==> src/logic/slcd_pkg.sv <==
// Package of constants for the segment LCD scan controller
package slcd_pkg;
  // Register byte addresses
  localparam logic [15:0] SLCD_ADDR_PF7 = 16'hFF57;
  localparam logic [15:0] SLCD_ADDR_PF8 = 16'hFF58;
  localparam logic [15:0] SLCD_ADDR_PF9 = 16'hFF59;
  localparam logic [15:0] SLCD_ADDR_MODE = 16'hFF90;
  localparam logic [15:0] SLCD_ADDR_FRAME = 16'hFF91;
  // Display memory window
  localparam logic [15:0] SLCD_MEM_BASE = 16'hFA00;
  localparam logic [15:0] SLCD_MEM_LAST = 16'hFA1D;
  localparam int SLCD_NSEG = 30;
  localparam int SLCD_NSHARED = 22;
  localparam int SLCD_NDEDIC = 8;
  localparam int SLCD_NCOM = 3;
  localparam logic [7:0] SLCD_RESET_VAL = 8'h00;
  // Mode register fields
  localparam int SLCD_BIT_ON = 7;
  localparam int SLCD_BIT_PWR = 4;
  localparam logic [7:0] SLCD_MODE_MASK = 8'h97;
  localparam logic [7:0] SLCD_FRAME_MASK = 8'h03;
  localparam logic [7:0] SLCD_PF9_MASK = 8'h3F;
  localparam logic [7:0] SLCD_DMEM_MASK = 8'h07;
  localparam logic [2:0] SLCD_DMODE_NONE = 3'h0;
  localparam logic [2:0] SLCD_DMODE_TRI = 3'h1;
  localparam logic [2:0] SLCD_DMODE_STATIC = 3'h4;
  // Frame divider: 2^6 .. 2^9 sub-clock periods per frame
  localparam int SLCD_DIV_BASE = 6;
  localparam int SLCD_DIVW = 10;
  // Scan slot state
  typedef enum logic [1:0] {
    SLCD_SLOT0 = 2'b00,
    SLCD_SLOT1 = 2'b01,
    SLCD_SLOT2 = 2'b10
  } slcd_slot_e;
endpackage : slcd_pkg

==> src/logic/slcd_scan_ctrl.sv <==
// Segment LCD scan controller with registers and display memory
`timescale 1ns/10ps
module slcd_scan_ctrl
  import slcd_pkg::*;
(
  input wire logic core_clk,
  input wire logic rst_n,
  input wire logic [15:0] bus_addr,
  input wire logic [7:0] bus_wdata,
  input wire logic bus_wr,
  input wire logic bus_rd,
  output logic [7:0] bus_rdata,
  output logic bus_hit,
  input wire logic sub_clock_one,
  input wire logic [slcd_pkg::SLCD_NSHARED-1:0] port_dir_out,
  input wire logic [slcd_pkg::SLCD_NSHARED-1:0] port_latch,
  input wire logic [slcd_pkg::SLCD_NSHARED-1:0] port_pullup,
  output logic [slcd_pkg::SLCD_NSEG-1:0] seg_out,
  output logic [slcd_pkg::SLCD_NSEG-1:0] seg_oe,
  output logic [slcd_pkg::SLCD_NSHARED-1:0] pin_pullup_en,
  output logic [slcd_pkg::SLCD_NCOM-1:0] com_out,
  output logic [slcd_pkg::SLCD_NCOM-1:0] com_sel,
  output logic drive_power_on,
  output logic drive_volt_pin_a_oe,
  output logic drive_volt_pin_b_oe,
  output logic panel_scan_clock
);
  import slcd_pkg::*;

  // Configuration registers and their next values
  logic [7:0] mode_reg, mode_next;
  logic [7:0] frame_reg, frame_next;
  logic [7:0] pf7_reg, pf7_next;
  logic [7:0] pf8_reg, pf8_next;
  logic [7:0] pf9_reg, pf9_next;
  logic [7:0] rdata_reg, rdata_next;
  logic hit_reg, hit_next;
  // Display memory, three cells per segment
  logic [2:0] dmem [SLCD_NSEG];
  // Sub clock synchroniser and scan timing state
  logic sub_s1_reg, sub_s2_reg, sub_s3_reg;
  logic sub_rise;
  logic [SLCD_DIVW-1:0] div_reg, div_next;
  slcd_slot_e slot_reg, slot_next;
  logic polar_reg, polar_next;
  logic tick;
  logic [15:0] mem_off;
  logic mem_sel;
  // Next values of the registered pin outputs
  logic [SLCD_NSEG-1:0] seg_next, segoe_next;
  logic [SLCD_NCOM-1:0] com_next, comsel_next;
  logic [SLCD_NSHARED-1:0] pullup_next;
  logic pwr_next;
  logic sclk_next;
  logic [SLCD_NSHARED-1:0] pf_all;
  logic [2:0] dmode;
  logic disp_on, active;

  // Mode fields and the shared-pin function bits in pin order
  assign dmode = mode_reg[2:0];
  assign disp_on = mode_reg[SLCD_BIT_ON];
  assign pf_all = {pf9_reg[5:0], pf8_reg, pf7_reg};
  // Display window is one range compare; offset indexes the array
  assign mem_off = bus_addr - SLCD_MEM_BASE;
  assign mem_sel = (bus_addr >= SLCD_MEM_BASE) && (bus_addr <= SLCD_MEM_LAST);

  // Register writes and registered read data
  always_comb
  begin
    mode_next = mode_reg;
    frame_next = frame_reg;
    pf7_next = pf7_reg;
    pf8_next = pf8_reg;
    pf9_next = pf9_reg;
    rdata_next = 8'h00;
    hit_next = 1'b0;
    // Reserved bits masked on write, so they always read zero
    if (bus_wr)
    begin
      case (bus_addr)
        SLCD_ADDR_MODE: mode_next = bus_wdata & SLCD_MODE_MASK;
        SLCD_ADDR_FRAME: frame_next = bus_wdata & SLCD_FRAME_MASK;
        SLCD_ADDR_PF7: pf7_next = bus_wdata;
        SLCD_ADDR_PF8: pf8_next = bus_wdata;
        SLCD_ADDR_PF9: pf9_next = bus_wdata & SLCD_PF9_MASK;
        default: mode_next = mode_reg;
      endcase
    end
    // Reads show the value from before a same-cycle write
    if (bus_rd || bus_wr)
    begin
      hit_next = 1'b1;
      case (bus_addr)
        SLCD_ADDR_MODE: rdata_next = mode_reg;
        SLCD_ADDR_FRAME: rdata_next = frame_reg;
        SLCD_ADDR_PF7: rdata_next = pf7_reg;
        SLCD_ADDR_PF8: rdata_next = pf8_reg;
        SLCD_ADDR_PF9: rdata_next = pf9_reg;
        default:
        begin
          // Upper bits of display bytes have no cells and read zero
          hit_next = mem_sel;
          rdata_next = mem_sel ? {5'h00, dmem[mem_off[4:0]]} : 8'h00;
        end
      endcase
    end
  end

  // Control registers; all clear on reset
  always_ff @(posedge core_clk or negedge rst_n)
  begin
    if (!rst_n)
    begin
      // Every register clears, so the display starts dark
      mode_reg <= SLCD_RESET_VAL;
      frame_reg <= SLCD_RESET_VAL;
      pf7_reg <= SLCD_RESET_VAL;
      pf8_reg <= SLCD_RESET_VAL;
      pf9_reg <= SLCD_RESET_VAL;
      rdata_reg <= 8'h00;
      hit_reg <= 1'b0;
    end
    else
    begin
      // Writes land on the edge that samples the strobe
      mode_reg <= mode_next;
      frame_reg <= frame_next;
      pf7_reg <= pf7_next;
      pf8_reg <= pf8_next;
      pf9_reg <= pf9_next;
      rdata_reg <= rdata_next;
      hit_reg <= hit_next;
    end
  end

  // Display memory, three cells per segment; no reset, like RAM
  // Writes outside the window never reach the array
  always_ff @(posedge core_clk)
  begin
    if (bus_wr && mem_sel)
      dmem[mem_off[4:0]] <= bus_wdata[2:0] & SLCD_DMEM_MASK[2:0];
  end

  // Sub clock is asynchronous: two stages before any logic
  // Sub clock sync; edge found on the second and third stages only
  always_ff @(posedge core_clk or negedge rst_n)
  begin
    if (!rst_n)
    begin
      sub_s1_reg <= 1'b0;
      sub_s2_reg <= 1'b0;
      sub_s3_reg <= 1'b0;
    end
    else
    begin
      sub_s1_reg <= sub_clock_one;
      sub_s2_reg <= sub_s1_reg;
      sub_s3_reg <= sub_s2_reg;
    end
  end

  // Edge taken from stages two and three, never from stage one
  assign sub_rise = sub_s2_reg && !sub_s3_reg;

  // A frame select change is only safe with the display off
  // Frame divider counts sub clock rising edges
  always_comb
  begin
    tick = 1'b0;
    div_next = div_reg;
    slot_next = slot_reg;
    polar_next = polar_reg;
    if (!active)
    begin
      // Restart scan cleanly at the next enable
      div_next = '0;
      slot_next = SLCD_SLOT0;
      polar_next = 1'b0;
    end
    else if (sub_rise)
    begin
      div_next = div_reg + 1'b1;
      // Frame end at 2^(6+sel) sub clock periods
      if (div_next[SLCD_DIV_BASE + frame_reg[1:0]])
      begin
        tick = 1'b1;
        div_next = '0;
      end
    end
    if (tick)
    begin
      // Three-division walks the commons; static stays in slot 0
      case (slot_reg)
        SLCD_SLOT0: slot_next = (dmode == SLCD_DMODE_TRI) ? SLCD_SLOT1
                                                          : SLCD_SLOT0;
        SLCD_SLOT1: slot_next = SLCD_SLOT2;
        default: slot_next = SLCD_SLOT0;
      endcase
      // One flip per full frame of all slots
      if (dmode == SLCD_DMODE_STATIC || slot_reg == SLCD_SLOT2)
        polar_next = !polar_reg;
    end
  end

  // Scan only with display on and a legal mode selected
  assign active = disp_on && (dmode == SLCD_DMODE_TRI ||
                              dmode == SLCD_DMODE_STATIC);

  // Scan state registers
  always_ff @(posedge core_clk or negedge rst_n)
  begin
    if (!rst_n)
    begin
      div_reg <= '0;
      slot_reg <= SLCD_SLOT0;
      polar_reg <= 1'b0;
    end
    else
    begin
      div_reg <= div_next;
      slot_reg <= slot_next;
      polar_reg <= polar_next;
    end
  end

  // Common select and level: polarity flips, so DC averages out
  always_comb
  begin
    comsel_next = '0;
    com_next = '0;
    if (active)
    begin
      // Static drives all three alike; tri walks one at a time
      if (dmode == SLCD_DMODE_STATIC)
        comsel_next = '1;
      else
        comsel_next = 3'b001 << slot_reg;
      com_next = comsel_next & {SLCD_NCOM{polar_reg}};
    end
  end

  // Segment drive per pin; shared pins follow port logic in port mode
  genvar g;
  generate
    for (g = 0; g < SLCD_NSEG; g++)
    begin : g_seg
      logic segbit;
      logic scan_lvl;
      // Static reads bit 0 only, leaving bits 1 and 2 as storage
      assign segbit = dmem[g][(dmode == SLCD_DMODE_STATIC) ? 2'd0
                                                        : slot_reg];
      // Held low unless scanning, whatever the memory holds
      assign scan_lvl = active && (segbit ^ polar_reg);
      if (g < SLCD_NDEDIC)
      begin : g_ded
        // Dedicated pins always drive the glass
        assign segoe_next[g] = 1'b1;
        assign seg_next[g] = scan_lvl;
      end
      else
      begin : g_shr
        // Function bit picks segment or port use
        logic lcd_pin;
        assign lcd_pin = pf_all[g - SLCD_NDEDIC];
        // Port direction and latch ignored in segment mode
        assign segoe_next[g] = lcd_pin
                               || port_dir_out[g - SLCD_NDEDIC];
        assign seg_next[g] = lcd_pin ? scan_lvl
                                     : port_latch[g - SLCD_NDEDIC];
      end
    end
  endgenerate

  // Pull-up control passes through; segment mode never cuts it
  always_comb
  begin
    pullup_next = port_pullup;
    // Both drive pins float together with the supply off
    pwr_next = mode_reg[SLCD_BIT_PWR];
    sclk_next = polar_reg;
  end

  // Output flops
  always_ff @(posedge core_clk or negedge rst_n)
  begin
    if (!rst_n)
    begin
      // Dark glass and supply off while in reset
      seg_out <= '0;
      seg_oe <= '0;
      com_out <= '0;
      com_sel <= '0;
      pin_pullup_en <= '0;
      drive_power_on <= 1'b0;
      drive_volt_pin_a_oe <= 1'b0;
      drive_volt_pin_b_oe <= 1'b0;
      panel_scan_clock <= 1'b0;
    end
    else
    begin
      // Commons and segments change on the same edge
      seg_out <= seg_next;
      seg_oe <= segoe_next;
      com_out <= com_next;
      com_sel <= comsel_next;
      pin_pullup_en <= pullup_next;
      drive_power_on <= pwr_next;
      drive_volt_pin_a_oe <= pwr_next;
      drive_volt_pin_b_oe <= pwr_next;
      panel_scan_clock <= sclk_next;
    end
  end

  // Bus read port straight from its flops
  assign bus_rdata = rdata_reg;
  assign bus_hit = hit_reg;
endmodule : slcd_scan_ctrl

==> config.mk <==
export PLATFORM = sky130hd
export DESIGN_NAME = slcd_scan_ctrl
export DESIGN_NICKNAME = d
export VERILOG_FILES = /design/src/logic/slcd_pkg.sv /design/src/logic/slcd_scan_ctrl.sv
export SDC_FILE = /design/constraint.sdc
export NUM_CORES = 1
export LEC_CHECK = 0
export CAP_MARGIN = 40
export CORE_UTILIZATION = 56
export CTS_CLUSTER_SIZE = 8
export DETAILED_ROUTE_END_ITERATION = 7
export DONT_BUFFER_PORTS = 1
export PLACE_DENSITY = 0.75
export SYNTH_ARGS = -nofsm -noshare
export SYNTH_HDL_FRONTEND = slang
export SYNTH_SLANG_ARGS = --single-unit
==> constraint.sdc <==
create_clock -name core_clk -period 6.71 [get_ports core_clk]
set_clock_uncertainty 0.1 [all_clocks]
set_input_delay 0.3355 -clock core_clk [delete_from_list [all_inputs] [get_ports core_clk]]
set_output_delay 0.3355 -clock core_clk [all_outputs]
set_load 0.03 [all_outputs]
Word-level counts from Yosys, hierarchy flattened

Memory sizes are Yosys's and may differ from the RTL's.
Index checks and enable logic that the tools add are counted.

Register bits: 144
Latch bits: 0
Bits in writable memories: 90
Memory bits (read-only): 0
Output and inout bits: 101
Word-level logic and storage cells: 248
Memories: 1

Memories:

| memory | words | width | read ports | clocked after Yosys merged registers in | wr ports | line                 | text |
|---|---|---|---|---|---|---|---|
| dmem   | 30    | 3     | 31         | 0                                       | 1        | slcd_scan_ctrl.sv:39 | `logic [2:0] dmem [SLCD_NSEG];` |

$add $sub $neg: 3
$mul: 0
Div/mod/pow operators: 0
Magnitude comparators: 4
Equality and inequality tests: 11
Shift-type cells: 1
Muxes and demuxes: 109
Bitwise operators: 31
Reduce and logical (&&, ||, !) cells: 68

Operators by type and width:

| kind                  | count |
|---|---|
| $eq 16x16->1 const B  | 5 |
| $mux 1                | 64 |
| $bmux 1 s2            | 30 |
| $pmux 8 s5            | 1 |
| $logic_and 1x1->1     | 34 |
| $mux 10               | 3 |
| $xor 1x1->1           | 30 |
| $logic_or 1x1->1      | 25 |
| $ge 16x16->1 const B  | 1 |
| $le 16x16->1 const B  | 1 |
| $mux 3                | 5 |
| $add 10x1->10 const B | 1 |
| $reduce_and 2->1      | 5 |
| $mux 8                | 1 |
| $mux 2                | 3 |
| $lt 4x5->1 const B    | 1 |
| $reduce_or 5->1       | 1 |
| $sub 5x1->5 const B   | 1 |
| $add 3x2->4 const A   | 1 |
| $bmux 1 s4            | 1 |
| $ne 2x2->1 const B    | 2 |
| $pmux 2 s2            | 1 |
| $and 3x3->3           | 1 |
| $eq 3x1->1 const B    | 1 |
| 7 further kinds       | 8 |

Logic depth before layout (Yosys ltp)

Depth after elaboration: 7
Depth in mapped cells: 9

Worst setup path before layout

Ideal clock, no wire load.

Path type: input -> register
Start: input bus_addr[8]
End: memory dmem[12][0] (enable)
Setup time: 319 ps
Arrival: 1920 ps
Data required time: 6291 ps
Setup slack: 4371 ps
Cell stages on the path: 6
Path buffers: 1
Path through: or4_1 -> nor4_1 -> nand2_1 -> or3_1 -> clkbuf_1 -> nor2_1

Cells in the longest elaborated chain, start to end: 5
Elaborated cells on any way between the ends: 6
Classes of those cells: order compare (2); mux (2); reduce/logical (2)

RTL lines:

| what                                                | line                  | text |
|---|---|---|
| from (decl)                                         | slcd_scan_ctrl.sv:8   | `input wire logic [15:0] bus_addr,` |
| $ge 16x16->1 / $le 16x16->1 (equally long branches) | slcd_scan_ctrl.sv:65  | `assign mem_sel = (bus_addr >= SLCD_MEM_BASE) && (bus_addr <= SLCD_MEM_LAST);` |
| $logic_and 1x1->1 (*)                               | slcd_scan_ctrl.sv:65  |  |
| $logic_and 1x1->1 (*)                               | slcd_scan_ctrl.sv:140 | `if (bus_wr && mem_sel)` |
| $mux 1 (*)                                          | slcd_scan_ctrl.sv:140 |  |
| $mux 1 (implied by the code) (*)                    | slcd_scan_ctrl.sv:141 | `dmem[mem_off[4:0]] <= bus_wdata[2:0] & SLCD_DMEM_MASK[2:0];` |
| to (decl)                                           | slcd_scan_ctrl.sv:39  |  |

Mark *: on every way between the ends. The rest lies on a longest branch, timed or not.

Worst setup path after layout

Start: register div_reg[0]
End: register div_reg[3]

Cells in the longest elaborated chain, start to end: 6

RTL lines:

| what                         | line                  | text |
|---|---|---|
| from (decl)                  | slcd_scan_ctrl.sv:43  | `logic [SLCD_DIVW-1:0] div_reg, div_next;` |
| from (signal assigned)       | slcd_scan_ctrl.sv:220 | `div_reg <= div_next;` |
| $add 10x1->10 (*)            | slcd_scan_ctrl.sv:182 | `div_next = div_reg + 1'b1;` |
| $bmux 1 s4                   | slcd_scan_ctrl.sv:184 | `if (div_next[SLCD_DIV_BASE + frame_reg[1:0]])` |
| $mux 1 (implied by the code) | slcd_scan_ctrl.sv:184 |  |
| $mux 10 (*)                  | slcd_scan_ctrl.sv:184 |  |
| $mux 10 (*)                  | slcd_scan_ctrl.sv:180 | `else if (sub_rise)` |
| $mux 10 (*)                  | slcd_scan_ctrl.sv:173 | `if (!active)` |

Mark *: on every way between the ends. The rest lies on a longest branch, timed or not. The select of a mux whose other input is x is not followed.
A chain may end at the register's enable or synchronous reset.

==> run_results.csv <==
group,metric,value,unit
yosys,synth_flop_cell,"dfrtp_1",
setup_path,cp.arrival,2.81,ns
floorplanning,floorplan.die_area,18600,um2
setup_path,r2r_setup_slack,4.20,ns
yosys,async_reset_ff_share,58.8,%
sta,setup_ws,4.20,ns
global_routing,antenna_found_initial,0,
yosys,syn_area_per_cell,13.1,um2
sta,worstMarginPinSlew,0.841,ns
sta,setup_tns,0,ns
setup_path,crit_fanout,17,
global_routing,grt_pass1_wl,39600,um
sta,rsz0062_at_grt,"false",
floorplanning,core,17500,um2
detailed_routing,via_per_inst,6.36,
clock_tree,cts_max_level,2,
floorplanning,rows,48,
setup_path,crit_required,7.00,ns
sta,fmax,398,MHz
floorplanning,start_util,57.8,%
pwr,ir_worst_vdd,0.340,mV
pwr,intPower,0.00254,W
pwr,p_seq_share,48.3,%
pwr,p_leak,4.70,nW
clock_tree,cts_tree,"done",
clock_tree,clk_pin_slew,0.05,ns
clock_tree,cts_sinks,233,
sta,setup_violations,0,
detailed_routing,first_pass_iters,7,
global_routing,grt_use_total,28.7,%
finish,layout_commonest_cell,"dfrtp_1",
setup_path,critical_path_class,"register to register",
sta,fin_crit,2.51,ns
clock_tree,cts_setup_buffers,0,
pwr,netSwitchingPower,0.000715,W
pwr,p_comb_share,4.0,%
yosys,synth_edf_count,96,
clock_tree,root_buffer,"clkbuf_16",
sta,min_period_over_period,37.5,%
finish,n_fill_cell,1133,
pwr,clockPowerShare,47.8,%
detailed_routing,drt-initial-drc-count,754,
clock_tree,cts_resized,0,
placement,gp_congestion,0.848,
placement,place_ws,4.08,ns
finish,drive_above_1_share,16.3,%
setup_path,reg2reg_to,"div_reg[3]$_DFFE_PN0P_",
pwr,switching_share,22.0,%
floorplanning,die_y,136,um
finish,syn_to_final_growth,19.1,%
setup_path,startpoint_type,"register",
clock_tree,clk-insertion-delay-late,0.51,ns
yosys,ys_ff_latch,233,
detailed_routing,wl_per_cell,23.9,um
worst_hold_path,min_path_type,"input pin to register",
job,maxCapViolCount,0,
yosys,synthDistinctLibCells,66,
setup_path,rr_worst_depth,7,
sta,maxSlewViolCount,0,
global_routing,grt_max_degree,138,
placement,dp_hpwl,16000,um
placement,portBuffers,0,
finish,layout_common_cells,"dfrtp_1, edfxtp_1, dlygate4sd3_1",
detailed_routing,route.detailed.drc,0,
floorplanning,die_w,136,um
worst_hold_path,hold-path-cell-count,2,
setup_path,end_kind,"register",
worst_hold_path,hp-start,"bus_wr",
run_status,status,"completed",
detailed_routing,wl,26000,um
global_routing,grt_pass1_vias,7011,
sta,finalHoldViolCount,0,
finish,diodes,0,
pwr,power.density,270,nW/um2
clock_tree,clock_path_buffers,3,
detailed_routing,via_count,6923,
global_routing,grt-ovfl-total,0,
sta,timing.slew.headroom,43.3,%
finish,largest_register_ffs,96,
clock_tree,cts_inserted_buffers,35,
yosys,postSynthCellCount,772,
yosys,seq_area_frac_synth,62.5,%
floorplanning,ioPinCount,196,
setup_path,r2r-start,"div_reg[0]$_DFFE_PN0P_",
yosys,synth_warnings,0,
worst_hold_path,min_to,"mode_reg[2]$_DFFE_PN0P_",
yosys,syn_area,10100,um2
detailed_routing,ant_nets,0,
finish,layout.nets,943,
## worst max-delay path by stage
stage	slack, ns	startpoint	to	cells past startpoint
6_report	4.20	div_reg[0]$_DFFE_PN0P_	div_reg[3]$_DFFE_PN0P_	7
5_1_grt	3.95	div_reg[0]$_DFFE_PN0P_	div_reg[2]$_DFFE_PN0P_	7
4_1_cts	4.21	div_reg[0]$_DFFE_PN0P_	div_reg[3]$_DFFE_PN0P_	7
3_5_place_dp	4.08	bus_addr[8]	dmem[28][2]$_DFFE_PP_	5
3_3_place_gp	4.16	bus_addr[8]	dmem[4][0]$_DFFE_PP_	5
2_1_floorplan	4.37	bus_addr[8]	dmem[12][0]$_DFFE_PP_	6
## worst max-delay path, stage by stage, from the launching register on
cell and delay, ns:
dfrtp_1 0.42, ha_1 0.20, nand3_1 0.23, o21ai_0 0.27, nand3b_1 0.15, a32oi_4 0.56, nand3_4 0.19, o311ai_1 0.28
## cell usage after synthesis (9+ instances only)
cell	n	share of area, %
a21oi_1	9	0.45
a22oi_1	37	2.7
buf_4	15	1.1
clkbuf_1	24	0.89
dfrtp_1	137	34
edfxtp_1	96	29
inv_1	23	0.85
mux2_2	19	2.1
mux4_2	24	5.4
nand2_1	72	2.7
nand3_1	11	0.54
nor2_1	54	2.0
o21ai_0	42	2.1
o22ai_1	25	1.5
or2_2	23	1.4
xnor2_1	30	2.6
## per-layer routing
layer | global-route usage [%] | part of all wire [%] | up-vias
met1 | 36.9 | 37 | 3470
met2 | 47.4 | 50 | 424
li1 | - | - | 2963
met3 | 6.79 | 10 | 66
met4 | 10.3 | 2.9 | 0
met5 | 0 | 0 | -
## power by group through the flow
stage                     Clock (W)  Combinational, W  Sequential [W]
after floorplan                   0         0.0000650         0.00159
final                       0.00155          0.000129         0.00157
after CTS                   0.00156          0.000128         0.00157
after global routing        0.00163          0.000139         0.00157
after global placement            0         0.0000517         0.00160
after detailed placement          0         0.0000574         0.00159
## final cells by class
| type | count | area [um2] | share of cell area, % |
|---|---|---|---|
| flip-flops and latches | 233 | 6310 | 52.5 |
| clock inverters | 4 | 35.0 | 0.291 |
| multi-input cells | 468 | 3460 | 28.8 |
| clock buffers | 50 | 932 | 7.75 |
| repair buffers | 86 | 916 | 7.61 |
| inverters | 23 | 86.3 | 0.718 |
| well taps | 225 | 282 | 2.34 |
## through the flow
stage | std cells | area (um2) | hold slack, ns | power, W | util (%)
4_1_cts | 1089 | 12000 | 0.00742 | 0.00326 | 68.8
5_1_grt | 1089 | 12000 | 0.0226 | 0.00334 | 68.8
3_3_place_gp | 954 | 10200 | -0.0577 | 0.00165 | 58.3
2_1_floorplan | 777 | 10100 | -0.0601 | 0.00165 | -
6_report | 1089 | 12000 | 0.0162 | 0.00325 | 68.8
3_5_place_dp | 956 | 10200 | -0.0577 | 0.00165 | 58.5
## timing repair
item,in CTS,in global routing
hold buffers,79,0
endpoints found under the hold margin,332,0
setup endpoints to repair,0,0
## kinds of logic (layout without fill, tap and decap cells)
kind of cell / after synthesis / count (layout) / share of synthesized area (%)
flops: 233 / 233 / 62.5
simple gates: 222 / 222 / 11.6
compound gates: 144 / 144 / 9.52
buf+inv: 76 / 163 / 3.57
mux: 63 / 63 / 9.91
xor+xnor: 31 / 31 / 2.69
other cells: 2 / 7 / 0.0743
fa+ha+maj: 1 / 1 / 0.124
No activity file was read; power rests on OpenSTA's default activity.
